### config.mk
export PLATFORM = sky130hd
export DESIGN_NAME = progressive_scan_mode_selector
export DESIGN_NICKNAME = d
export VERILOG_FILES = /design/src/scan_mode_pkg.sv /design/src/progressive_scan_mode_selector.sv
export SDC_FILE = /design/constraint.sdc
export NUM_CORES = 1
export LEC_CHECK = 0
export BUFFER_PORTS_ARGS = -buffer_cell sky130_fd_sc_hd__buf_2
export CAP_MARGIN = 20
export CORE_MARGIN = 4
export CORE_UTILIZATION = 40
export CTS_CLUSTER_DIAMETER = 40
export DETAILED_ROUTE_END_ITERATION = 8
export PLACE_DENSITY = 0.68
export SYNTH_ARGS = -nofsm -noshare
export SYNTH_HDL_FRONTEND = slang
export SYNTH_SLANG_ARGS = --single-unit
### constraint.sdc
create_clock -name clk -period 3.92 [get_ports clk]
set_clock_uncertainty 0.15 [all_clocks]
set_input_delay 0.588 -clock clk [delete_from_list [all_inputs] [get_ports clk]]
set_output_delay 0.588 -clock clk [all_outputs]
set_load 0.01 [all_outputs]
### src/scan_mode_pkg.sv
// Contract
// - the progressive static mode table is used only while progressive scan is chosen and either the adaptive select is zero or the static code is a film start.
// - static code 0000 shows a compensated c+d frame at phase 0 and a compensated a+b frame at phase 2/0.
// - code 0001 shows a film c+d frame at phase 0 and a film a+b frame at phase 2/0.
// - code 0010 shows a film a+b frame at phase 0 and a film c+d frame at phase 2/0.
// - code 0011 weaves A now with B before at phase 0 and A with B now at 2/0, and 0100 does the same with interpolated partners.
// - code 1110 shows a film a+b frame at both phases.
// - code 1111 shows a film c+d frame at phase 0 and an NTSC c-field film frame at phase 2/0.
// - static 0000 with adaptive 000 stays fixed in camera-mode compensation.
// - with adaptive 000, static 0001 forces PAL film phase 0 and 0010 forces phase 1, with no switching.
// - static 0010 with adaptive 100 keeps code 0010 until a film is detected, then behaves as 0001 with adaptive 100.
// - static 1110 or 1111 with adaptive 100 chooses between 1110 and 1111 from the detected phase.
// - adaptive 101 with a PAL start acts as 100 but picks 0011 whenever global motion is zero.
// - adaptive 101 with an NTSC start picks among 1110, 1111 and 0011, using 0011 when global motion is zero.
// - global motion and film detection flags are readable by the host over the register bus.
package scan_mode_pkg;
  localparam logic [3:0] code_camera = 4'h0;
  localparam logic [3:0] code_pal_ph0 = 4'h1;
  localparam logic [3:0] code_pal_ph1 = 4'h2;
  localparam logic [3:0] code_frame_ab = 4'h3;
  localparam logic [3:0] code_frame_median = 4'h4;
  localparam logic [3:0] code_simple50 = 4'h5;
  localparam logic [3:0] code_field_aa = 4'hC;
  localparam logic [3:0] code_field_bb = 4'hD;
  localparam logic [3:0] code_ntsc_ph0 = 4'hE;
  localparam logic [3:0] code_ntsc_ph1 = 4'hF;

  localparam logic [2:0] adapt_off = 3'h0;
  localparam logic [2:0] adapt_film1 = 3'h4;
  localparam logic [2:0] adapt_film2 = 3'h5;

  // register byte offsets
  localparam logic [3:0] addr_mode = 4'h0;
  localparam logic [3:0] addr_status = 4'h4;
  localparam logic [3:0] addr_active = 4'h8;
  // mode register fields
  localparam int mode_static_lsb = 0;
  localparam int mode_adapt_lsb = 4;
  localparam int mode_scan_bit = 7;
  localparam logic [7:0] mode_reset = 8'h00;
  // status register fields
  localparam int stat_motion_bit = 0;
  localparam int stat_type_bit = 1;
  localparam int stat_phase_bit = 2;
  localparam int stat_detect_bit = 3;
  localparam int stat_locked_bit = 4;
  localparam int stat_valid_bit = 5;

  // frame content kinds
  typedef enum logic [3:0] {
    frm_mc_cd, frm_mc_ab, frm_film_cd, frm_film_ab, frm_film_nc,
    frm_weave_ab_prev, frm_weave_ab_now, frm_weave_a_bi_prev, frm_weave_ai_b_now,
    frm_a_ai, frm_bi_b, frm_bi_b_prev, frm_none
  } frame_kind_t;

  typedef struct packed {
    logic global_motion_flag;
    logic film_type_flag;
    logic film_phase_flag;
    logic film_detected_flag;
  } detect_flags_t;

  typedef struct packed {
    frame_kind_t phase0;
    frame_kind_t phase20;
    logic valid;
  } frame_sel_t;
endpackage

### src/progressive_scan_mode_selector.sv
`timescale 1ns/1ps
module progressive_scan_mode_selector (
  input wire logic clk,
  input wire logic nrst,
  input wire logic wb_cyc_i,
  input wire logic wb_stb_i,
  input wire logic wb_we_i,
  input wire logic [3:0] wb_adr_i,
  input wire logic [3:0] wb_sel_i,
  input wire logic [31:0] wb_dat_i,
  output logic [31:0] wb_dat_o,
  output logic wb_ack_o,
  input wire scan_mode_pkg::detect_flags_t detect,
  output logic [3:0] active_mode_code,
  output scan_mode_pkg::frame_kind_t frame_phase0,
  output scan_mode_pkg::frame_kind_t frame_phase20,
  output logic frame_valid
);

  typedef enum logic [1:0] {auto_idle, auto_locked} auto_state_t;

  typedef struct packed {
    logic [3:0] master_static_mode_code;
    logic [2:0] adaptive_mode_select;
    logic scan_pattern_select;
    auto_state_t auto_state;
    logic [3:0] locked_code;
    logic [3:0] active_code;
    scan_mode_pkg::frame_sel_t frames;
    logic ack;
    logic [31:0] rdata;
  } state_t;

  state_t cur;
  state_t next_cur;

  function automatic logic is_pal(input logic [3:0] c);
    is_pal = (c == scan_mode_pkg::code_pal_ph0) || (c == scan_mode_pkg::code_pal_ph1);
  endfunction

  function automatic logic is_ntsc(input logic [3:0] c);
    is_ntsc = (c == scan_mode_pkg::code_ntsc_ph0) || (c == scan_mode_pkg::code_ntsc_ph1);
  endfunction

  // progressive frame table for one mode code
  function automatic scan_mode_pkg::frame_sel_t frames_of(input logic [3:0] c);
    scan_mode_pkg::frame_sel_t f;
    f.valid = 1'b1;
    f.phase0 = scan_mode_pkg::frm_none;
    f.phase20 = scan_mode_pkg::frm_none;
    unique case (c)
      scan_mode_pkg::code_camera: begin
        f.phase0 = scan_mode_pkg::frm_mc_cd;
        f.phase20 = scan_mode_pkg::frm_mc_ab;
      end
      scan_mode_pkg::code_pal_ph0: begin
        f.phase0 = scan_mode_pkg::frm_film_cd;
        f.phase20 = scan_mode_pkg::frm_film_ab;
      end
      scan_mode_pkg::code_pal_ph1: begin
        f.phase0 = scan_mode_pkg::frm_film_ab;
        f.phase20 = scan_mode_pkg::frm_film_cd;
      end
      scan_mode_pkg::code_frame_ab: begin
        f.phase0 = scan_mode_pkg::frm_weave_ab_prev;
        f.phase20 = scan_mode_pkg::frm_weave_ab_now;
      end
      scan_mode_pkg::code_frame_median: begin
        f.phase0 = scan_mode_pkg::frm_weave_a_bi_prev;
        f.phase20 = scan_mode_pkg::frm_weave_ai_b_now;
      end
      scan_mode_pkg::code_simple50: begin
        f.phase0 = scan_mode_pkg::frm_a_ai;
        f.phase20 = scan_mode_pkg::frm_bi_b;
      end
      scan_mode_pkg::code_field_aa: begin
        f.phase0 = scan_mode_pkg::frm_a_ai;
        f.phase20 = scan_mode_pkg::frm_a_ai;
      end
      scan_mode_pkg::code_field_bb: begin
        f.phase0 = scan_mode_pkg::frm_bi_b_prev;
        f.phase20 = scan_mode_pkg::frm_bi_b_prev;
      end
      scan_mode_pkg::code_ntsc_ph0: begin
        f.phase0 = scan_mode_pkg::frm_film_ab;
        f.phase20 = scan_mode_pkg::frm_film_ab;
      end
      scan_mode_pkg::code_ntsc_ph1: begin
        f.phase0 = scan_mode_pkg::frm_film_cd;
        f.phase20 = scan_mode_pkg::frm_film_nc;
      end
      // unlisted codes give no defined frame; flagged invalid
      default: f.valid = 1'b0;
    endcase
    frames_of = f;
  endfunction

  logic wb_req;
  logic mode_write;
  logic [7:0] mode_wdata;
  logic [3:0] film_code;
  logic [3:0] chosen;
  logic film_start;

  assign wb_req = wb_cyc_i && wb_stb_i && !cur.ack;
  assign mode_write = wb_req && wb_we_i && (wb_adr_i == scan_mode_pkg::addr_mode) && wb_sel_i[0];
  assign mode_wdata = wb_dat_i[7:0];

  always_comb begin
    next_cur = cur;
    film_code = 4'h0;
    chosen = cur.master_static_mode_code;
    film_start = 1'b0;
    next_cur.ack = wb_req;
    if (wb_req && !wb_we_i) begin
      unique case (wb_adr_i)
        scan_mode_pkg::addr_mode: next_cur.rdata = {24'h000000,
          cur.scan_pattern_select, cur.adaptive_mode_select, cur.master_static_mode_code};
        scan_mode_pkg::addr_status: begin
          next_cur.rdata = 32'h00000000;
          next_cur.rdata[scan_mode_pkg::stat_motion_bit] = detect.global_motion_flag;
          next_cur.rdata[scan_mode_pkg::stat_type_bit] = detect.film_type_flag;
          next_cur.rdata[scan_mode_pkg::stat_phase_bit] = detect.film_phase_flag;
          next_cur.rdata[scan_mode_pkg::stat_detect_bit] = detect.film_detected_flag;
          next_cur.rdata[scan_mode_pkg::stat_locked_bit] = (cur.auto_state == auto_locked);
          next_cur.rdata[scan_mode_pkg::stat_valid_bit] = cur.frames.valid;
        end
        scan_mode_pkg::addr_active: next_cur.rdata = {28'h0000000, cur.active_code};
        default: next_cur.rdata = 32'h00000000;
      endcase
    end

    // film code follows the detected phase within the starting family; the type flag is not used
    if (is_pal(cur.master_static_mode_code)) begin
      film_code = detect.film_phase_flag ? scan_mode_pkg::code_pal_ph1
                                         : scan_mode_pkg::code_pal_ph0;
      film_start = 1'b1;
    end else if (is_ntsc(cur.master_static_mode_code)) begin
      film_code = detect.film_phase_flag ? scan_mode_pkg::code_ntsc_ph1
                                         : scan_mode_pkg::code_ntsc_ph0;
      film_start = 1'b1;
    end

    // only film starts engage the automatic modes; other codes stay static
    unique case (cur.adaptive_mode_select)
      scan_mode_pkg::adapt_off: chosen = cur.master_static_mode_code;
      scan_mode_pkg::adapt_film1, scan_mode_pkg::adapt_film2: begin
        if (film_start) begin
          if (cur.auto_state == auto_locked) begin
            chosen = cur.locked_code;
          end else if (detect.film_detected_flag) begin
            chosen = film_code;
            next_cur.locked_code = film_code;
            next_cur.auto_state = auto_locked;
          end
          if (cur.adaptive_mode_select == scan_mode_pkg::adapt_film2 &&
              !detect.global_motion_flag) begin
            chosen = scan_mode_pkg::code_frame_ab;
          end
        end
      end
      default: chosen = cur.master_static_mode_code;
    endcase

    next_cur.active_code = chosen;
    // table applies only for progressive output with the adaptive select at zero or a film start code
    if (cur.scan_pattern_select &&
        (cur.adaptive_mode_select == scan_mode_pkg::adapt_off ||
         film_start)) begin
      next_cur.frames = frames_of(chosen);
    end else begin
      next_cur.frames.valid = 1'b0;
      next_cur.frames.phase0 = scan_mode_pkg::frm_none;
      next_cur.frames.phase20 = scan_mode_pkg::frm_none;
    end

    // a host write that changes the mode register value releases any latched film choice
    if (mode_write) begin
      next_cur.master_static_mode_code = mode_wdata[scan_mode_pkg::mode_static_lsb +: 4];
      next_cur.adaptive_mode_select = mode_wdata[scan_mode_pkg::mode_adapt_lsb +: 3];
      next_cur.scan_pattern_select = mode_wdata[scan_mode_pkg::mode_scan_bit];
      if (mode_wdata != {cur.scan_pattern_select, cur.adaptive_mode_select,
                         cur.master_static_mode_code}) begin
        next_cur.auto_state = auto_idle;
      end
    end
  end

  always_ff @(posedge clk or negedge nrst) begin
    if (!nrst) begin
      cur.master_static_mode_code <= scan_mode_pkg::mode_reset[3:0];
      cur.adaptive_mode_select <= scan_mode_pkg::mode_reset[6:4];
      cur.scan_pattern_select <= scan_mode_pkg::mode_reset[7];
      cur.auto_state <= auto_idle;
      cur.locked_code <= 4'h0;
      cur.active_code <= 4'h0;
      cur.frames.phase0 <= scan_mode_pkg::frm_none;
      cur.frames.phase20 <= scan_mode_pkg::frm_none;
      cur.frames.valid <= 1'b0;
      cur.ack <= 1'b0;
      cur.rdata <= 32'h00000000;
    end else begin
      cur <= next_cur;
    end
  end

  assign wb_ack_o = cur.ack;
  assign wb_dat_o = cur.rdata;
  assign active_mode_code = cur.active_code;
  assign frame_phase0 = cur.frames.phase0;
  assign frame_phase20 = cur.frames.phase20;
  assign frame_valid = cur.frames.valid;

endmodule // progressive_scan_mode_selector

==> implementation parameters, run 1 <==
Parameter                              Value

Run status
  Outcome ... finished clean

Power
  Leakage ... around 1.1 nW
  Max IR drop VDD ... 115 uV
  Pwr dens ... roughly 340 nW/um^2

Die
  Initial core utilization ... between 40 and 50%
  X dimension of the die ... about 85 um
  Area of the core ... around 5600 sq um
  Die height ... between 80 and 90 um
  Total number of placement rows ... 27
  Number of ports placed on the die boundary ... between 90 and 100
  Area of the die ... 7200 sq um

Route
  Total number of vias ... roughly 1.7k
  Drt first pass iters ... 4
  Ratio of routed vias to standard cells ... a little over 5
  Remaining antenna violation count after routing ... 0
  Wirelength per Cell ... roughly 14 um
  Total routed wirelength ... ~4700 um
  DRC violation total after the first TritonRoute iteration ... 85
  Remaining routing DRC violations ... 0

CTS
  Sinks on the clock net ... 35
  Worst-Skew Late Latency ... around 0.28 ns
  Clk slew on worst S/H paths ... 0.07 ns
  Number of buffers inserted to repair setup after CTS ... 0
  CTS tree ... built
  Largest buffer count on any clock path ... 2
  Total CTS buffers ... 5
  Resize count post-CTS ... 0
  Hold Buf Count CTS ... 0
  Root buf cell ... sky130_fd_sc_hd__clkbuf_8
  Number of levels in the clock H-tree ... 2

Synth
  Distinct cell type count of the synthesized netlist ... 59
  Mapped Avg Cell Area ... 10.0 sq um
  Async SR Flop Fraction ... 100%
  Number of synthesized flops with an enable pin ... 0
  Sequential element share of the synthesized area ... a little under two fifths
  Yosys warning total ... 0
  Post-synth design cell area ... 2360 sq um
  Register bit total from synthesis ... 35
  Number of cells produced by synthesis ... ~240
  Most used flip-flop cell after synthesis ... sky130_fd_sc_hd__dfrtp_1

Global route
  Vias in the first global route ... 1669
  Antenna violations before repair ... 0
  Total gr overflow ... 0
  Global Route Usage Sum ... 13.8%
  Global-route wire length before repair ... 8020 um
  Pin count of the biggest net entering global routing ... 36

STA
  Highest achievable clock rate ... roughly 440 MHz
  Final setup violating endpoints ... 0
  Post-Route Setup TNS ... 0 ns
  Actual slew at the worst max-slew pin ... approximately 0.74 ns
  Final worst path period need ... around 2.3 ns
  Unrepaired setup endpoints after global routing ... false
  Worst relative slew slack ... approximately half
  Final hold violation count ... 0
  Total count of max-transition violations in the final report ... 0
  Fin crit share ... between 50 and 60%

Placed design
  Final GP Congestion ... slightly below 0.9
  HPWL reported at the end of detailed placement ... 3640 um
  Port buffer count ... 43

Critical path
  WP data arrival ... 2.27 ns
  Worst endpoint required time ... around 4 ns
  Critical path, cell by cell ... nand3b_1, a2bb2oi_4, o21a_1, nor3_1, a211oi_2
  Slowest stage cell, crit path ... sky130_fd_sc_hd__dfrtp_1
  Biggest cell delay along the critical path ... 0.71 ns
  Startpoint type of the worst setup path ... flop
  Setup Crit Path Kind ... flop to flop
  Endpoint type of the worst setup path ... flop
  Worst-path fanout max ... 16

Layout
  Utilization of the core after routing ... 43.5%
  Share of post-route cells with drive strength above 1 ... a little under a third
  Diode insertion count for antenna repair ... 0
  Area growth from synthesis to layout ... 3.28%
  Fin nets ... just over 300
  Most frequent cells in the layout ... sky130_fd_sc_hd__buf_2 (43), sky130_fd_sc_hd__dfrtp_1 (31), sky130_fd_sc_hd__conb_1 (24), sky130_fd_sc_hd__nand2_1 (19), sky130_fd_sc_hd__o21ai_0 (15)
  Most frequent standard cell in the layout excluding fill and tap cells ... sky130_fd_sc_hd__buf_2

Run
  Maxcap violations ... 0

Min path
  Class of the tightest hold or removal check ... input port to async pin
==> metal layers <==
metal	up-vias	wire length (um)	track usage [%]
met2	48	2230	22.3
met4	0	76	4.89
met5	-	0	0
met1	812	2090	17.8
met3	8	306	3.98
li1	815	-	-
==> critical path, delay by kind of cell (launching register included) <==
family | cells | cell delay (ns)
AOI/OAI and AO/OA | 3 | 0.63
DFF | 1 | 0.71
and+or+nand+nor | 2 | 0.65
==> through the flow <==
step                      cell area [sq um]  std cells  worst slack [ns]  hold WS, ns  total power (W)
after floorplan                        2450        259              1.78        0.142         0.000568
after global placement                 2360        323              1.49        0.308         0.000584
after CTS                              2440        331              1.68        0.241         0.000834
after detailed placement               2360        323              1.39        0.319         0.000586
final                                  2440        331              1.65        0.212         0.000826
after global routing                   2440        331              1.45        0.279         0.000876
==> Yosys cell counts (4+ instances only) <==
library cell / number / area share, %
sky130_fd_sc_hd__o31ai_1: 5 / 1.6
sky130_fd_sc_hd__nor2_1: 6 / 0.95
sky130_fd_sc_hd__inv_1: 5 / 0.79
sky130_fd_sc_hd__nor3_1: 5 / 1.1
sky130_fd_sc_hd__xnor2_1: 8 / 3.0
sky130_fd_sc_hd__dfrtp_1: 31 / 33
sky130_fd_sc_hd__buf_4: 45 / 14
sky130_fd_sc_hd__a22oi_1: 4 / 1.3
sky130_fd_sc_hd__dfstp_2: 4 / 4.4
sky130_fd_sc_hd__nand2_1: 19 / 3.0
sky130_fd_sc_hd__mux2_2: 10 / 4.8
sky130_fd_sc_hd__o21ai_0: 15 / 3.2
==> worst paths after layout <==
kind,from,end,slack (ns),depth (start not counted)
max,cur[57]$_DFFE_PN0P_,frame_phase0[1]$_DFF_PN0_,1.65,5
min,nrst,wb_dat_o[1]$_DFFE_PN0P_,0.21,1
max reg2reg,cur[57]$_DFFE_PN0P_,frame_phase0[1]$_DFF_PN0_,1.65,5
min reg2reg,wb_dat_o[5]$_DFFE_PN0P_,wb_dat_o[5]$_DFFE_PN0P_,0.33,2
max in group asynchronous,nrst,cur[46]$_DFFE_PN0P_,2.93,1
min in group clk,wb_dat_o[5]$_DFFE_PN0P_,wb_dat_o[5]$_DFFE_PN0P_,0.33,2
==> layout make-up <==
class / instances / area, sq um
Clock buffer: 7 / 76.3
Clock inverter: 1 / 5.00
Fill cell: 574 / 3170
Inverter: 6 / 25.0
Multi-Input combinational cell: 166 / 1140
Sequential cell: 35 / 881
Tap cell: 72 / 90.1
Timing Repair Buffer: 44 / 223
==> cells by family after synthesis <==
| logic type | Yosys count | synth area share [%] |
|---|---|---|
| compound gates | 62 | 20.5 |
| xor+xnor | 9 | 3.34 |
| buf+inv | 58 | 18.1 |
| flops | 35 | 37.3 |
| mux | 13 | 6.04 |
| other cells | 1 | 0.159 |
| simple gates | 58 | 14.6 |
==> sequential cells by signal (all words and copies together), names as in the netlist <==
register and flops:
frame_phase20 4, wb_dat_o 8, frame_phase0 4, active_mode_code 4, wb_ack_o 1, cur 13
frame_valid 1
==> power breakdown <==
part | internal, W | switching, W
Clock | 0.000125 | 0.000121
Combinational | 0.0000671 | 0.0000989
Sequential | 0.000381 | 0.0000328
No activity file was read; power rests on OpenSTA's default activity.
==> run 2, diff against run 1 <==
clock period = 2.2 ns   (was 3.92 ns; I/O delays follow)
==> run 2 against run 1 <==
Effect of this change: register-to-register slack worse by 1.5 ns; critical path depth increased by 1; first-iteration DRC count is 3.5% higher; hold slack worse by 0.078 ns; critical endpoint is now frame_phase20[1]$_DFF_PN0_; highest routed layer unchanged.
==> implementation parameters, run 2 (synthesized netlist as in run 1, its figures left out) <==
Parameter                              Value

Run status
  Outcome ... finished clean

Die
  Number of ports placed on the die boundary ... between 90 and 100
  Initial core utilization ... 42.1%
  X dimension of the die ... 84.9 um
  Die height ... around 85 um
  Total number of placement rows ... 27
  Area of the core ... about 5600 sq um
  Area of the die ... between 7000 and 8000 sq um

Global route
  Pin count of the biggest net entering global routing ... 36
  Global-route wire length before repair ... 8350 um
  Global Route Usage Sum ... between 10 and 15%
  Antenna violations before repair ... 0
  Total gr overflow ... 0
  Vias in the first global route ... roughly 1.7k

STA
  Final setup violating endpoints ... 0
  Unrepaired setup endpoints after global routing ... false
  Post-route setup slack ... 0.153 ns
  Actual slew at the worst max-slew pin ... about 0.77 ns
  Highest achievable clock rate ... 488 MHz
  Post-Route Setup TNS ... 0 ns
  Final Hold Slack ... between 0.1 and 0.15 ns
  Final worst path period need ... between 2 and 2.5 ns
  Worst relative slew slack ... between 40% and 50%
  Final hold violation count ... 0
  Total count of max-transition violations in the final report ... 0
  Fin crit share ... between 90% and 100%

Layout
  Largest register by flop count ... cur
  Most frequent standard cell in the layout excluding fill and tap cells ... sky130_fd_sc_hd__buf_2
  Area growth from synthesis to layout ... 7.47%
  Fin nets ... 316
  Diode insertion count for antenna repair ... 0
  Most frequent cells in the layout ... sky130_fd_sc_hd__buf_2 (43), sky130_fd_sc_hd__dfrtp_1 (28), sky130_fd_sc_hd__conb_1 (24), sky130_fd_sc_hd__nand2_1 (19), sky130_fd_sc_hd__o21ai_0 (15)
  Utilization of the core after routing ... 45.3%
  Flip-flop count of the largest register, all copies and words added ... 13
  Share of post-route cells with drive strength above 1 ... approximately 34%

Critical path
  Setup Crit Path Kind ... flop to flop
  Worst-path fanout max ... 12
  Worst endpoint required time ... 2.20 ns
  Biggest cell delay along the critical path ... roughly 0.53 ns
  WP data arrival ... between 2 and 2.5 ns
  Startpoint type of the worst setup path ... flop
  Endpoint type of the worst setup path ... flop
  Critical path, cell by cell ... nor4b_4, o2bb2ai_1, a41o_2, inv_4, a211oi_1, a311oi_1
  R2R depth ... 6
  Slowest stage cell, crit path ... sky130_fd_sc_hd__dfrtp_2

Placed design
  Port buffer count ... 43
  Worst setup slack after placement ... approximately 0.075 ns
  Final GP Congestion ... roughly 0.83
  HPWL reported at the end of detailed placement ... 3790 um

Power
  Leakage ... 1.19 nW
  Final Power ... 0.00157 W
  Pwr dens ... between 600 and 700 nW/um^2
  Max IR drop VDD ... about 230 uV

Route
  Remaining antenna violation count after routing ... 0
  Remaining routing DRC violations ... 0
  Total routed wirelength ... 4930 um
  Wirelength per Cell ... between 10 and 15 um
  Total number of vias ... roughly 1.8k
  Ratio of routed vias to standard cells ... 5.18
  Drt first pass iters ... 4
  DRC violation total after the first TritonRoute iteration ... 88

CTS
  Clk slew on worst S/H paths ... around 0.070 ns
  CTS tree ... built
  Sinks on the clock net ... 35
  Root buf cell ... sky130_fd_sc_hd__clkbuf_8
  Total CTS buffers ... 5
  Number of buffers inserted to repair setup after CTS ... 0
  Worst-Skew Late Latency ... 0.29 ns
  Largest buffer count on any clock path ... 2
  Number of levels in the clock H-tree ... 2

Min path
  Class of the tightest hold or removal check ... input port to flop
  Cell depth of the worst hold path ... 3

Run
  Maxcap violations ... 0
[run 2: changes by cell type in the layout (fill, tap and decap cells not counted)]
cell                            before  now
sky130_fd_sc_hd__buf_4               1    9
sky130_fd_sc_hd__clkbuf_1            2    1
sky130_fd_sc_hd__clkbuf_8            5    7
sky130_fd_sc_hd__clkinv_2            1    0
sky130_fd_sc_hd__dfrtp_1            31   28
sky130_fd_sc_hd__dfrtp_2             0    3
sky130_fd_sc_hd__dlygate4sd3_1       0    1
sky130_fd_sc_hd__nor4_1              1    0
sky130_fd_sc_hd__nor4_2              1    2
[run 2: report_power, final]
group | internal [W] | switching (W)
Combinational | 0.000137 | 0.000187
Clock | 0.000286 | 0.000222
Sequential | 0.000681 | 0.0000542
[run 2: routing by layer]
metal	GRT usage (%)	share of wire [%]	wire [um]	vias up
met4	5.18	1.5	76	0
li1	-	-	-	838
met1	19.1	43	2120	855
met5	0	0	0	-
met3	3.50	7.1	352	7
met2	22.6	48	2380	62
[run 2: layout make-up]
class	instances	area, sq um
Fill cell	565	3070
Multi-Input combinational cell	166	1150
Sequential cell	35	885
Timing Repair Buffer	53	293
Clock buffer	8	100
Tap cell	72	90.1
Inverter	6	25.0
[run 2: timing repair]
item | 4_1_cts | 5_1_grt
endpoints found under the hold margin | 31 | 0
hold buffers | 1 | 0
gates resized for setup | 0 | 4
setup endpoints to repair | 0 | 7
[run 2: path summary, 6_finish.rpt]
kind	from	endpoint	slack (ns)
min reg2reg	wb_dat_o[5]$_DFFE_PN0P_	wb_dat_o[5]$_DFFE_PN0P_	0.33
max in group asynchronous	nrst	cur[58]$_DFFE_PN0P_	0.86
max reg2reg	cur[59]$_DFFE_PN0P_	frame_phase20[1]$_DFF_PN0_	0.15
max	cur[59]$_DFFE_PN0P_	frame_phase20[1]$_DFF_PN0_	0.15
min in group asynchronous	nrst	frame_valid$_DFF_PN0_	0.50
min	wb_dat_i[3]	cur[59]$_DFFE_PN0P_	0.13
[run 2: through the flow]
step                instances  area, sq um
finish                    340         2540
global route              340         2540
CTS                       340         2530
detailed placement        331         2420
global placement          331         2420
floorplan                 259         2450
[run 2: worst max-delay path, delay by kind of cell, from the launching register on]
family | cells | cell delay (ns)
buffers and inverters | 1 | 0.08
flip-flops | 1 | 0.53
AND/OR/NAND/NOR | 1 | 0.40
AO/OA/AOI/OAI | 4 | 0.75
==> run 3, diff against run 2 <==
CORE_ASPECT_RATIO = 0.7   (was unset)
==> run 3 against run 2 <==
Effect of this change: maximum frequency grew 0.11%; sequential power shrank 1%; first-iteration DRC count shrank 3.4%; sequential share of layout area shrank 0.15 points; via count shrank 1.9%; wire length grew 0.81%; clock power shrank 9.9%; design area grew 0.30%; register-to-register slack is essentially flat; cell count grew 2.1%.
==> implementation parameters, run 3 (synthesized netlist as in run 1, its figures left out) <==
Parameter                              Value

Run status
  Outcome ... finished clean

Layout
  Flip-flop count of the largest register, all copies and words added ... 13
  Diode insertion count for antenna repair ... 0
  Area occupied by multi-input gates ... about 1100 sq um
  Non-filler cells, final ... 347
  Most frequent cells in the layout ... sky130_fd_sc_hd__buf_2 (43), sky130_fd_sc_hd__dfrtp_1 (29), sky130_fd_sc_hd__conb_1 (24), sky130_fd_sc_hd__nand2_1 (19), sky130_fd_sc_hd__o21ai_0 (15)
  Fin nets ... 320
  Largest register by flop count ... cur
  # fillers ... around 580
  Area growth from synthesis to layout ... 7.79%
  Fin area ... around 2500 sq um
  Share of post-route cells with drive strength above 1 ... 33.8%
  Most frequent standard cell in the layout excluding fill and tap cells ... sky130_fd_sc_hd__buf_2
  Sequential cell area in the final layout ... ~880 sq um

Route
  Wirelength per Cell ... 14.3 um
  Remaining routing DRC violations ... 0
  Remaining antenna violation count after routing ... 0
  Drt first pass iters ... 4
  DRC violation total after the first TritonRoute iteration ... 85
  Total number of vias ... between 1.5k and 2k
  Ratio of routed vias to standard cells ... about 5.0
  Total routed wirelength ... 4970 um

Global route
  Pin count of the biggest net entering global routing ... 36
  Global-route wire length before repair ... about 8000 um
  Vias in the first global route ... ~1.6k
  Global Route Usage Sum ... about 14%
  Total gr overflow ... 0
  Antenna violations before repair ... 0

CTS
  Number of buffers inserted to repair setup after CTS ... 0
  Sinks on the clock net ... 35
  Largest buffer count on any clock path ... 2
  CTS tree ... built
  Clk slew on worst S/H paths ... approximately 0.070 ns
  Number of levels in the clock H-tree ... 2
  Total CTS buffers ... 5
  Worst-Skew Late Latency ... approximately 0.29 ns
  Root buf cell ... sky130_fd_sc_hd__clkbuf_8

Min path
  Class of the tightest hold or removal check ... input port to flop
  Hold endpoint ... cur[58]$_DFFE_PN0P_
  Cell depth of the worst hold path ... 3
  Critical hold path startpoint ... wb_dat_i[2]

Critical path
  Worst Path Buf+Inv ... 0
  WP data arrival ... ~2 ns
  Reg-to-reg startpoint ... cur[58]$_DFFE_PN0P_
  Endpoint type of the worst setup path ... flop
  Worst-path fanout max ... 11
  Setup Crit Path Kind ... flop to flop
  Startpoint type of the worst setup path ... flop
  Dominant delay contributor by cell family on the critical path ... simple AND/OR/NAND/NOR gates
  Biggest cell delay along the critical path ... around 0.5 ns
  Critical path, cell by cell ... nor4b_4, a2bb2oi_4, o21a_1, nor3_1, a211oi_2
  Setup slack on the worst flop-to-flop path ... about 0.16 ns
  R2R depth ... 5
  Slowest stage cell, crit path ... sky130_fd_sc_hd__dfrtp_2
  Worst endpoint required time ... ~2.2 ns
  Terminus of the critical flop-to-flop path ... frame_phase0[1]$_DFF_PN0_

Power
  Leakage ... around 1.2 nW
  Max IR drop VDD ... between 300 and 400 uV
  Pwr dens ... about 600 nW/um^2
  Final Power ... around 0.0015 W

STA
  Actual slew at the worst max-slew pin ... 0.779 ns
  Total count of max-transition violations in the final report ... 0
  Highest achievable clock rate ... slightly below 500 MHz
  Post-Route Setup TNS ... 0 ns
  Final hold violation count ... 0
  Final worst path period need ... roughly 2 ns
  Worst relative slew slack ... about half
  Final setup violating endpoints ... 0
  Fin crit share ... 92.9%
  Unrepaired setup endpoints after global routing ... false

Die
  Initial core utilization ... 41.2%
  Number of ports placed on the die boundary ... 95
  X dimension of the die ... about 100 um
  Die height ... just over 70 um
  Area of the core ... roughly 5700 sq um
  Area of the die ... 7220 sq um
  Total number of placement rows ... 23

Placed design
  Cell area after placement ... 2450 sq um
  Port buffer count ... 43
  HPWL reported at the end of detailed placement ... approximately 4000 um
  Dpl cells ... roughly 340
  Final GP Congestion ... 0.858

Run
  Maxcap violations ... 0
==> run 3: layer usage <==
| layer | vias up | track usage [%] | share of wire, % |
|---|---|---|---|
| li1 | 845 | - | - |
| met2 | 58 | 19.1 | 41 |
| met5 | - | 0 | 0 |
| met3 | 10 | 3.46 | 6.9 |
| met4 | 0 | 5.61 | 1.7 |
| met1 | 815 | 22.1 | 50 |
==> run 3: worst max path at each step <==
stage | cells past startpoint | startpoint | endpoint | slack, ns
floorplan | 6 | cur[58]$_DFFE_PN0P_ | frame_phase0[1]$_DFF_PN0_ | 0.31
global placement | 6 | cur[58]$_DFFE_PN0P_ | frame_phase20[1]$_DFF_PN0_ | 0.14
detailed placement | 5 | cur[58]$_DFFE_PN0P_ | frame_phase0[1]$_DFF_PN0_ | 0.12
CTS | 5 | cur[58]$_DFFE_PN0P_ | frame_phase0[1]$_DFF_PN0_ | 0.11
global route | 6 | cur[59]$_DFFE_PN0P_ | frame_phase0[1]$_DFF_PN0_ | 0.02
finish | 5 | cur[58]$_DFFE_PN0P_ | frame_phase0[1]$_DFF_PN0_ | 0.16
==> run 3: repair_timing <==
item | 4_1_cts | 5_1_grt
endpoints found under the setup margin | 0 | 2
hold endpoints to repair | 31 | 0
hold buffers | 1 | 0
resized for setup | 0 | 2
==> run 3: area by class of cell <==
type                       instances  area share [%]
clock inverter                     1           0.197
clock buffer                       7            3.00
timing repair buffer              57            12.7
inverter                           6           0.983
sequential                        35            34.7
tap                               75            3.69
multi-input combinational        166            44.8
==> run 3: tightest hold or removal path, cell delays in order <==
cell                      delay, ns
sky130_fd_sc_hd__buf_2         0.09
sky130_fd_sc_hd__nand2_1       0.04
sky130_fd_sc_hd__o21ai_0       0.06
==> run 3: where the power goes <==
| group | total (W) | switching [W] | leakage, nW | internal [W] |
|---|---|---|---|---|
| Clock | 0.000457 | 0.000235 | 0.0422 | 0.000222 |
| Combinational | 0.000341 | 0.000199 | 0.707 | 0.000142 |
| Sequential | 0.000724 | 0.0000433 | 0.449 | 0.000681 |
| Total | 0.00152 | 0.000477 | 1.20 | 0.00104 |
==> run 3: through the flow <==
step	util [%]	hold WS [ns]	setup WS, ns
after detailed placement	42.8	0.304	0.123
after global routing	44.5	0.152	0.0238
after floorplan	-	-0.116	0.310
after global placement	42.8	0.295	0.137
after CTS	44.4	0.116	0.110
final	44.5	0.119	0.155
